==> config.mk <==
export PLATFORM = sky130hd
export DESIGN_NAME = conv_host
export DESIGN_NICKNAME = d
export VERILOG_FILES = /design/src/conv_host_pkg.sv /design/src/conv_host_sync.sv /design/src/conv_host.sv
export VERILOG_INCLUDE_DIRS = /design/src
export SDC_FILE = /design/constraint.sdc
export NUM_CORES = 1
export LEC_CHECK = 0
export ABC_AREA = 0
export BUFFER_PORTS_ARGS = -buffer_cell sky130_fd_sc_hd__buf_2
export CAP_MARGIN = 20
export CORE_ASPECT_RATIO = 2
export CORE_MARGIN = 4
export CORE_UTILIZATION = 56
export CTS_CLUSTER_DIAMETER = 30
export CTS_CLUSTER_SIZE = 24
export DETAILED_ROUTE_END_ITERATION = 12
export GPL_ROUTABILITY_DRIVEN = 0
export HOLD_SLACK_MARGIN = 0.05
export PLACE_DENSITY = 0.81
export SLEW_MARGIN = 10
export SYNTH_ARGS = -nofsm -noshare
export SYNTH_HDL_FRONTEND = slang
export SYNTH_SLANG_ARGS = --single-unit
==> constraint.sdc <==
create_clock -name clk -period 2.4 [get_ports clk]
set_input_delay 0.36 -clock clk [delete_from_list [all_inputs] [get_ports clk]]
set_output_delay 0.36 -clock clk [all_outputs]
set_load 0.01 [all_outputs]
==> src/conv_host_params.svh <==
`ifndef CONV_HOST_PARAMS_SVH
`define CONV_HOST_PARAMS_SVH

`define DATA_W          8
`define CLK_PERIOD_NS   4
// longest conversion time, write-then-read mode
`define CONV_TIME_NS    560
`define CONV_CYC        ((`CONV_TIME_NS + `CLK_PERIOD_NS - 1) / `CLK_PERIOD_NS)
// least strobe width the host drives
`define STROBE_NS       40
`define STROBE_CYC      ((`STROBE_NS + `CLK_PERIOD_NS - 1) / `CLK_PERIOD_NS)
// ready_n / done wait limit before giving up
`define TIMEOUT_CYC     1024
// cycles after chip select falls while synced ready_n is still stale
`define RDY_BLIND       2
`define CNT_W           11
`define CNT_ZERO        11'h000
`define CNT_ONE         11'h001
`define ALL_ONES        8'hff
`define DATA_ZERO       8'h00

`endif

==> src/conv_host_pkg.sv <==
package conv_host_pkg;
  typedef enum logic [2:0] {
    ST_IDLE  = 3'b000,
    ST_WRLO  = 3'b001,
    ST_WAIT  = 3'b010,
    ST_RDLO  = 3'b011,
    ST_RDEND = 3'b100
  } state_t;

  typedef struct packed {
    logic cs_n;
    logic wr_n;
    logic rd_n;
    logic mode;
  } strobes_t;

  typedef struct packed {
    logic       valid;
    logic       overflow;
    logic       timeout;
    logic [7:0] data;
  } result_t;
endpackage

==> src/conv_host_sync.sv <==
`timescale 1ns/10ps
// two-flop synchroniser for the converter's asynchronous outputs
module conv_host_sync #(
  parameter int W = 11
) (
  input  wire logic         clk,
  input  wire logic         rst_n,
  input  wire logic [W-1:0] async_in,
  output logic      [W-1:0] sync_out
);
  logic [W-1:0] meta_q;
  logic [W-1:0] sync_q;

  always_ff @(posedge clk or negedge rst_n) begin
    if (!rst_n) begin
      meta_q <= '1;
      sync_q <= '1;
    end else begin
      meta_q <= async_in;
      sync_q <= meta_q;
    end
  end

  assign sync_out = sync_q;
endmodule

==> src/conv_host.sv <==
`timescale 1ns/10ps
`include "conv_host_params.svh"
// Functional notes
// - mode pin high: write-then-read, low: read-only
// - write-then-read starts on write strobe rising edge
// - read-only starts on read strobe falling edge
// - read-only: hold read low until result
module conv_host (
  input  wire logic                   clk,
  input  wire logic                   rst_n,
  input  wire logic                   start,
  input  wire logic                   mode_sel,
  input  wire logic [`DATA_W-1:0]     result_bus,
  input  wire logic                   ready_n,
  input  wire logic                   conversion_done_n,
  input  wire logic                   overflow_flag_n,
  output logic                        chip_select_n,
  output logic                        write_strobe_n,
  output logic                        read_strobe_n,
  output logic                        mode,
  output logic                        busy,
  output conv_host_pkg::result_t      result
);
  logic [`DATA_W+2:0] pins_s;
  logic [`DATA_W-1:0] bus_s;
  logic               rdy_s;
  logic               done_s;
  logic               ofl_s;

  conv_host_sync #(.W(`DATA_W + 3)) u_sync (
    .clk      (clk),
    .rst_n    (rst_n),
    .async_in ({result_bus, ready_n, conversion_done_n, overflow_flag_n}),
    .sync_out (pins_s)
  );
  assign bus_s  = pins_s[`DATA_W+2:3];
  assign rdy_s  = pins_s[2];
  assign done_s = pins_s[1];
  assign ofl_s  = pins_s[0];

  conv_host_pkg::state_t   st_q, st_d;
  conv_host_pkg::strobes_t pin_q, pin_d;
  conv_host_pkg::result_t  res_q, res_d;
  logic [`CNT_W-1:0]       cnt_q, cnt_d;
  logic                    busy_q, busy_d;
  logic                    cnt_done;
  logic                    rdy_seen;

  // synced ready_n still shows the idle pull-up for a few cycles after
  // chip select falls; trusting it then would end the read at once
  assign cnt_done = (cnt_q == `CNT_ZERO);
  assign rdy_seen = rdy_s && (cnt_q < `CNT_W'(`TIMEOUT_CYC - `RDY_BLIND));

  // overflow forces all ones whatever the bus happens to show
  function automatic logic [`DATA_W-1:0] pick_data(
    input logic               ofl_n,
    input logic [`DATA_W-1:0] bus
  );
    if (!ofl_n) begin
      return `ALL_ONES;
    end
    return bus;
  endfunction

  // read-only waits on ready_n, so its counter is only a watchdog
  function automatic logic [`CNT_W-1:0] first_count(input logic wr_mode);
    if (wr_mode) begin
      return `CNT_W'(`STROBE_CYC);
    end
    return `CNT_W'(`TIMEOUT_CYC);
  endfunction

  // mode is held steady for the whole transaction
  always_comb begin
    st_d   = st_q;
    pin_d  = pin_q;
    res_d  = res_q;
    cnt_d  = cnt_q;
    busy_d = busy_q;
    res_d.valid = 1'b0;
    if (cnt_q != `CNT_ZERO) begin
      cnt_d = cnt_q - `CNT_ONE;
    end
    case (st_q)
      conv_host_pkg::ST_IDLE: begin
        pin_d.cs_n = 1'b1;
        pin_d.wr_n = 1'b1;
        pin_d.rd_n = 1'b1;
        if (start) begin
          busy_d     = 1'b1;
          pin_d.mode = mode_sel;
          pin_d.cs_n = 1'b0;
          cnt_d      = first_count(mode_sel);
          if (mode_sel) begin
            pin_d.wr_n = 1'b0;
            st_d       = conv_host_pkg::ST_WRLO;
          end else begin
            pin_d.rd_n = 1'b0;
            st_d       = conv_host_pkg::ST_RDLO;
          end
        end
      end
      conv_host_pkg::ST_WRLO: begin
        if (cnt_done) begin
          pin_d.wr_n = 1'b1;
          cnt_d      = `CNT_W'(`CONV_CYC + `TIMEOUT_CYC);
          st_d       = conv_host_pkg::ST_WAIT;
        end
      end
      conv_host_pkg::ST_WAIT: begin
        // done_n marks latch loaded; running out the count ends in a timeout, not a read
        if (!done_s) begin
          pin_d.rd_n = 1'b0;
          cnt_d      = `CNT_W'(`STROBE_CYC + 2);
          st_d       = conv_host_pkg::ST_RDLO;
        end else if (cnt_done) begin
          // no done_n at all: give up, release select and report it
          res_d.timeout = 1'b1;
          res_d.valid   = 1'b1;
          pin_d.cs_n    = 1'b1;
          busy_d        = 1'b0;
          st_d          = conv_host_pkg::ST_IDLE;
        end
      end
      conv_host_pkg::ST_RDLO: begin
        // read-only: rd_n stays low until ready_n releases; the sync
        // adds two cycles so data on the bus has settled by then
        if (pin_q.mode ? cnt_done : rdy_seen) begin
          res_d.data     = pick_data(ofl_s, bus_s);
          res_d.overflow = !ofl_s;
          res_d.timeout  = 1'b0;
          pin_d.rd_n     = 1'b1;
          st_d           = conv_host_pkg::ST_RDEND;
        end else if (!pin_q.mode && cnt_done) begin
          // ready_n never released: end the read and flag the timeout
          res_d.timeout = 1'b1;
          pin_d.rd_n    = 1'b1;
          st_d          = conv_host_pkg::ST_RDEND;
        end
      end
      conv_host_pkg::ST_RDEND: begin
        // select rises one cycle after the read strobe, never with it
        pin_d.cs_n  = 1'b1;
        res_d.valid = 1'b1;
        busy_d      = 1'b0;
        st_d        = conv_host_pkg::ST_IDLE;
      end
      default: begin
        st_d = conv_host_pkg::ST_IDLE;
      end
    endcase
  end

  // one register group per state item, each reset to its idle value
  always_ff @(posedge clk or negedge rst_n) begin
    if (!rst_n) begin
      st_q <= conv_host_pkg::ST_IDLE;
    end else begin
      st_q <= st_d;
    end
  end

  // strobes idle high so the device sees no edge as reset is released
  always_ff @(posedge clk or negedge rst_n) begin
    if (!rst_n) begin
      pin_q.cs_n <= 1'b1;
      pin_q.wr_n <= 1'b1;
      pin_q.rd_n <= 1'b1;
      pin_q.mode <= 1'b0;
    end else begin
      pin_q <= pin_d;
    end
  end

  always_ff @(posedge clk or negedge rst_n) begin
    if (!rst_n) begin
      res_q.valid    <= 1'b0;
      res_q.overflow <= 1'b0;
      res_q.timeout  <= 1'b0;
      res_q.data     <= `DATA_ZERO;
    end else begin
      res_q <= res_d;
    end
  end

  always_ff @(posedge clk or negedge rst_n) begin
    if (!rst_n) begin
      cnt_q <= `CNT_ZERO;
    end else begin
      cnt_q <= cnt_d;
    end
  end

  always_ff @(posedge clk or negedge rst_n) begin
    if (!rst_n) begin
      busy_q <= 1'b0;
    end else begin
      busy_q <= busy_d;
    end
  end

  assign chip_select_n  = pin_q.cs_n;
  assign write_strobe_n = pin_q.wr_n;
  assign read_strobe_n  = pin_q.rd_n;
  assign mode           = pin_q.mode;
  assign busy           = busy_q;
  assign result         = res_q;
endmodule

* Word level (Yosys, flattened, before mapping)
Cells that the tools add are included.
** Storage, ports and cells
- Flip-flop bits (word level) :: 52
- Bits of input ports :: 15
** Cells by class
- $add $sub $neg :: 1
- Order comparisons :: 1
- Equal/unequal tests :: 11
- Muxes and demuxes :: 43
- Reductions and logical operators :: 19
** Operator list (number)
- $mux W11 :: 6
- $pmux W11 S3 :: 1
- $mux W1 :: 19
- $mux W3 :: 6
- $mux W8 :: 2
- $pmux W3 S4 :: 1
- $reduce_and A4 Y1 :: 3
- $logic_not A11 Y1 :: 1
- $lt A11 B10 Y1 const B :: 1
- $reduce_bool A11 Y1 :: 1
- $sub A11 B1 Y11 const B :: 1
- $pmux W1 S3 :: 3
- $ne A2 B2 Y1 const B :: 4
- $eq A3 B2 Y1 const B :: 2
- $ne A3 B3 Y1 const B :: 2
- $pmux W1 S2 :: 3
- $reduce_and A2 Y1 :: 3
- $reduce_and A3 Y1 :: 2
- $reduce_bool A3 Y1 :: 2
- $mux W4 :: 1
- $reduce_bool A2 Y1 :: 2
- $eq A3 B1 Y1 const B :: 1
- $eq A3 B3 Y1 const B :: 1
- $logic_not A3 Y1 :: 1
- 4 further kinds :: 6

* Depth between registers and ports, before layout
- Depth in word-level cells :: 6
- Gate-level depth with buffers :: 9
- Depth with buffers taken out :: 8

* Hierarchy
From an unflattened synthesis, not the netlist that was laid out.
** Second synthesis, totals
- Cell total of the unflattened synthesis :: 199
- Area total of the unflattened synthesis :: 2374.8 sq um
** By module, submodules not included
- conv_host :: instances 1, cells an instance 177, area each 1796.7 sq um
- conv_host_sync :: instances 1, cells an instance 22, area each 578.1 sq um

* Worst setup path after synthesis
No wires, ideal clock.
- Path kind :: register -> register
- From :: register cnt_q[1]
- To :: register res_q (netlist bit result[0])
- Library setup time :: 125 ps
- Data arrival time :: 1843 ps
- Data required time :: 2275 ps
- Slack :: 432 ps
- Stages on the path, launching flop included :: 8
- Path buffers :: 1
- Clock period less this slack :: 1968 ps
- Cell sequence :: dfrtp_1 inv_1 ha_1 nor4b_2 and3_1 buf_6 o2bb2ai_4 mux2_2
** On the way
- Longest elaborated chain between the ends :: 4
** Ends and longest elaborated chain
- from (decl) :: RTL line conv_host.sv:44 : logic [`CNT_W-1:0] cnt_q, cnt_d;
- from (signal assigned) :: RTL line conv_host.sv:188 : cnt_q <= `CNT_ZERO;
- from (signal assigned) :: RTL line conv_host.sv:190 : cnt_q <= cnt_d;
- $lt A11 B10 Y1 :: RTL line conv_host.sv:52 : assign rdy_seen = rdy_s && (cnt_q < `CNT_W'(`TIMEOUT_CYC - `RDY_BLIND));
- $logic_and A1 B1 Y1 :: RTL line conv_host.sv:52
- $mux W1 (*) :: RTL line conv_host.sv:128 : if (pin_q.mode ? cnt_done : rdy_seen) begin
- $reduce_and A2 Y1 (no source line) (*)
- to (signal assigned) :: RTL line conv_host.sv:182 : res_q <= res_d;
- to (decl) :: RTL line conv_host.sv:43 : conv_host_pkg::result_t res_q, res_d;
Every way passes the cells marked *; elsewhere a longest branch is shown, timed or not.
A chain may end at the register's enable or synchronous reset.

* Worst setup path in the final report
- From :: register cnt_q[1]
- To :: register res_q (netlist bit result[1])
The elaborated chain is that of the path after synthesis.

==> results.py <==
metrics = {
    "critical_path": {
        "crit_family": "simple AND/OR/NAND/NOR gates",
        "worstPathArrival_ns": 2.23,
        "worstPathCellList": "inv_1, ha_1, nor4b_2, and3_1, o2bb2ai_4, mux2_2",
        "regToRegSetupSlack_ns": 0.37,
        "critPathSlowestCell": "dfrtp_1",
        "rr_worst_depth": 6,
        "reg2reg_from": "cnt_q[1]$_DFF_PN0_",
        "startpoint_type": "register",
        "required_ns": 2.59,
        "endpoint_kind": "register",
        "cp_max_fo": 10,
        "worst-path-buf-inv": 1,
        "critPathMaxStageDelay_ns": 0.41,
        "critPathLaunch": "cnt_q[1]$_DFF_PN0_",
        "regToRegEndpoint": "result[1]$_DFFE_PN0P_",
        "worstSetupPathType": "register to register",
    },
    "sta": {
        "slew_headroom": 0.530,
        "finalMaxSlewViolations": 0,
        "setup_viol": 0,
        "period_needed_ns": 2.03,
        "fin_crit_sh": 0.847,
        "fin_worst_skew_ns": 0.00583,
        "clock.fmax_ghz": 0.492,
        "hold_viol": 0,
        "worstMarginPinSlew_ns": 0.699,
        "finalWorstSetupSlack_ns": 0.366,
        "setup-tns-final_ns": 0,
        "rsz0062_at_grt": "no",
    },
    "cts": {
        "clkSlewWorstSetupHoldPaths_ns": 0.09,
        "cts_resized": 0,
        "cts_buffer_depth": 2,
        "clk_latency_ns": 0.31,
        "cts-root-buf": "clkbuf_8",
        "numCtsBuffers": 5,
        "htreeDepth": 2,
        "cts_num_sinks": 52,
        "cts_tree": "built",
    },
    "layout": {
        "final_cell_mix": "30 x buf_2, 27 x dfrtp_1, 25 x dfstp_2",
        "final_nets": 244,
        "fillers": 291,
        "multi_input_area_um2": 823,
        "drive_above_1_share": 0.388,
        "layout_commonest_cell": "buf_2",
        "seq_area_mm2": 0.00133,
        "synthToLayoutAreaGrowth_pct": 19.3,
        "diodes": 0,
    },
    "grt": {
        "grt_pass1_vias": 1656,
        "overflow": 0,
        "grt_usage": 0.212,
        "grt_pass1_wl_mm": 8.05,
        "grt_max_degree": 29,
        "antenna_found_initial": 0,
    },
    "floorplanning": {
        "coreArea_mm2": 0.00384,
        "pin_count": 31,
        "row_count": 32,
        "initial_utilization": 0.576,
        "die_h_um": 97.0,
        "die_x_um": 52.5,
        "dieArea_mm2": 0.00509,
    },
    "hold_path": {
        "hold_path_class": "input port to register",
        "min_from": "ready_n",
        "holdPathEnd": "u_sync.meta_q[2]$_DFF_PN1_",
        "whs_path_depth": 1,
    },
    "routing": {
        "via_per_inst": 5.75,
        "wl_per_cell_um": 17.4,
        "drc": 0,
        "dr_total_vias": 1599,
        "routed_wl_mm": 4.83,
        "drt_pass1_iterations": 4,
        "ant_nets": 0,
        "drt-initial-drc-count": 48,
    },
    "logic_synthesis": {
        "synth_edf_count": 0,
        "ys.flop_type": "dfrtp_1",
        "yosysUniqueCellTypes": 46,
        "syn_area_mm2": 0.00222,
        "synthCells": 182,
        "syn_avg_cell_area_um2": 12.2,
        "ys_warn_count": 0,
        "synth_seq_area_share": 0.601,
        "synthArstFlopShare": 1.00,
        "ys_seq_elements": 52,
        "synth.net_count": 200,
    },
    "power_and_ir_drop": {
        "ir_drop_v": 0.000471,
        "p_per_area_mw_per_mm2": 708,
        "cellLeakagePower_nw": 1.17,
    },
    "run": {
        "max_cap_violations": 0,
    },
    "placement": {
        "portBuffers": 30,
        "dp_slack_ns": 0.398,
        "dp_hpwl_mm": 3.47,
    },
    "status": {
        "status": "complete, no violations",
    },
}
[area by class of cell]
class,instances,share of cell area
Clock buffer,5,0.0260
Clock inverter,3,0.0260
Inverter,10,0.0142
Multi-Input combinational cell,116,0.312
Sequential cell,52,0.504
Tap cell,51,0.0241
Timing Repair Buffer,41,0.0938
[Yosys cell counts, types with 2 or more instances]
library cell / number / area [um^2]
dfrtp_1: 27 / 676
dfstp_2: 25 / 657
nor2_1: 13 / 48.8
nand2b_1: 12 / 75.1
a21oi_1: 9 / 45.0
inv_1: 9 / 33.8
nand2_1: 9 / 33.8
mux2_2: 8 / 90.1
o21ai_0: 6 / 30.0
nand3_1: 4 / 20.0
nor3b_1: 4 / 30.0
a21boi_0: 3 / 22.5
a311oi_1: 3 / 26.3
clkbuf_1: 3 / 11.3
ha_1: 3 / 37.5
mux2i_1: 3 / 30.0
nand4_1: 3 / 18.8
nor3_1: 3 / 15.0
xnor2_1: 3 / 26.3
a31oi_1: 2 / 12.5
nor2b_1: 2 / 12.5
o2111ai_1: 2 / 17.5
o31ai_1: 2 / 15.0
or3b_2: 2 / 17.5
[what timing repair did]
item | 4_1_cts | 5_1_grt
setup buffers | 0 | 0
hold buffers | 1 | 0
endpoints found under the hold margin | 11 | 0
[worst max-delay path by stage]
stage / endpoint / slack [ns] / depth (start not counted)
final: result[1]$_DFFE_PN0P_ / 0.37 / 6
after global routing: result[2]$_DFFE_PN0P_ / 0.23 / 6
after CTS: result[1]$_DFFE_PN0P_ / 0.37 / 6
after detailed placement: result[1]$_DFFE_PN0P_ / 0.40 / 6
after global placement: result[7]$_DFFE_PN0P_ / 0.46 / 6
after floorplan: result[0]$_DFFE_PN0P_ / 0.43 / 7
[through the flow]
step	total power, mW	util	std cells	instance area [um^2]	hold WS (ns)
after floorplan	1.10	-	182	2220	0.0644
after global placement	1.17	0.649	269	2490	0.346
after detailed placement	1.17	0.649	269	2490	0.347
after CTS	1.88	0.688	278	2640	0.134
after global routing	1.95	0.688	278	2640	0.128
final	1.87	0.688	278	2640	0.139
[flip-flops by register name, indices dropped and copies added (netlist names)]
| name | cells |
|---|---|
| st_q | 3 |
| busy | 1 |
| chip_select_n | 1 |
| mode | 1 |
| u_sync.sync_out | 11 |
| write_strobe_n | 1 |
| u_sync.meta_q | 11 |
| read_strobe_n | 1 |
| result | 11 |
| cnt_q | 11 |
[layer usage]
metal  GRT usage  wire length (um)  part of all wire
met1       0.240              1790              0.37
met2       0.371              2690              0.56
met3      0.0324               205             0.042
met4      0.0965               143             0.030
met5           0                 0                 0
[where the power goes]
| group | switching [mW] | leakage [nW] | internal (mW) |
|---|---|---|---|
| clock network | 0.289 | 0.0687 | 0.419 |
| logic | 0.0753 | 0.512 | 0.0708 |
| registers | 0.0699 | 0.587 | 0.946 |
| total | 0.434 | 1.17 | 1.44 |
[logic make-up (layout without fill, tap and decap cells)]
family,after synthesis,in the layout,share of synthesized area
xor gates and xnor gates,4,4,0.0158
adders and majority gates,3,3,0.0169
AOI/OAI and AO/OA,37,37,0.123
buffers and inverters,14,59,0.0271
DFF,52,52,0.601
muxes,11,11,0.0542
and+or+nand+nor,61,61,0.162
Note: power is estimated with default switching activity, not from simulation.
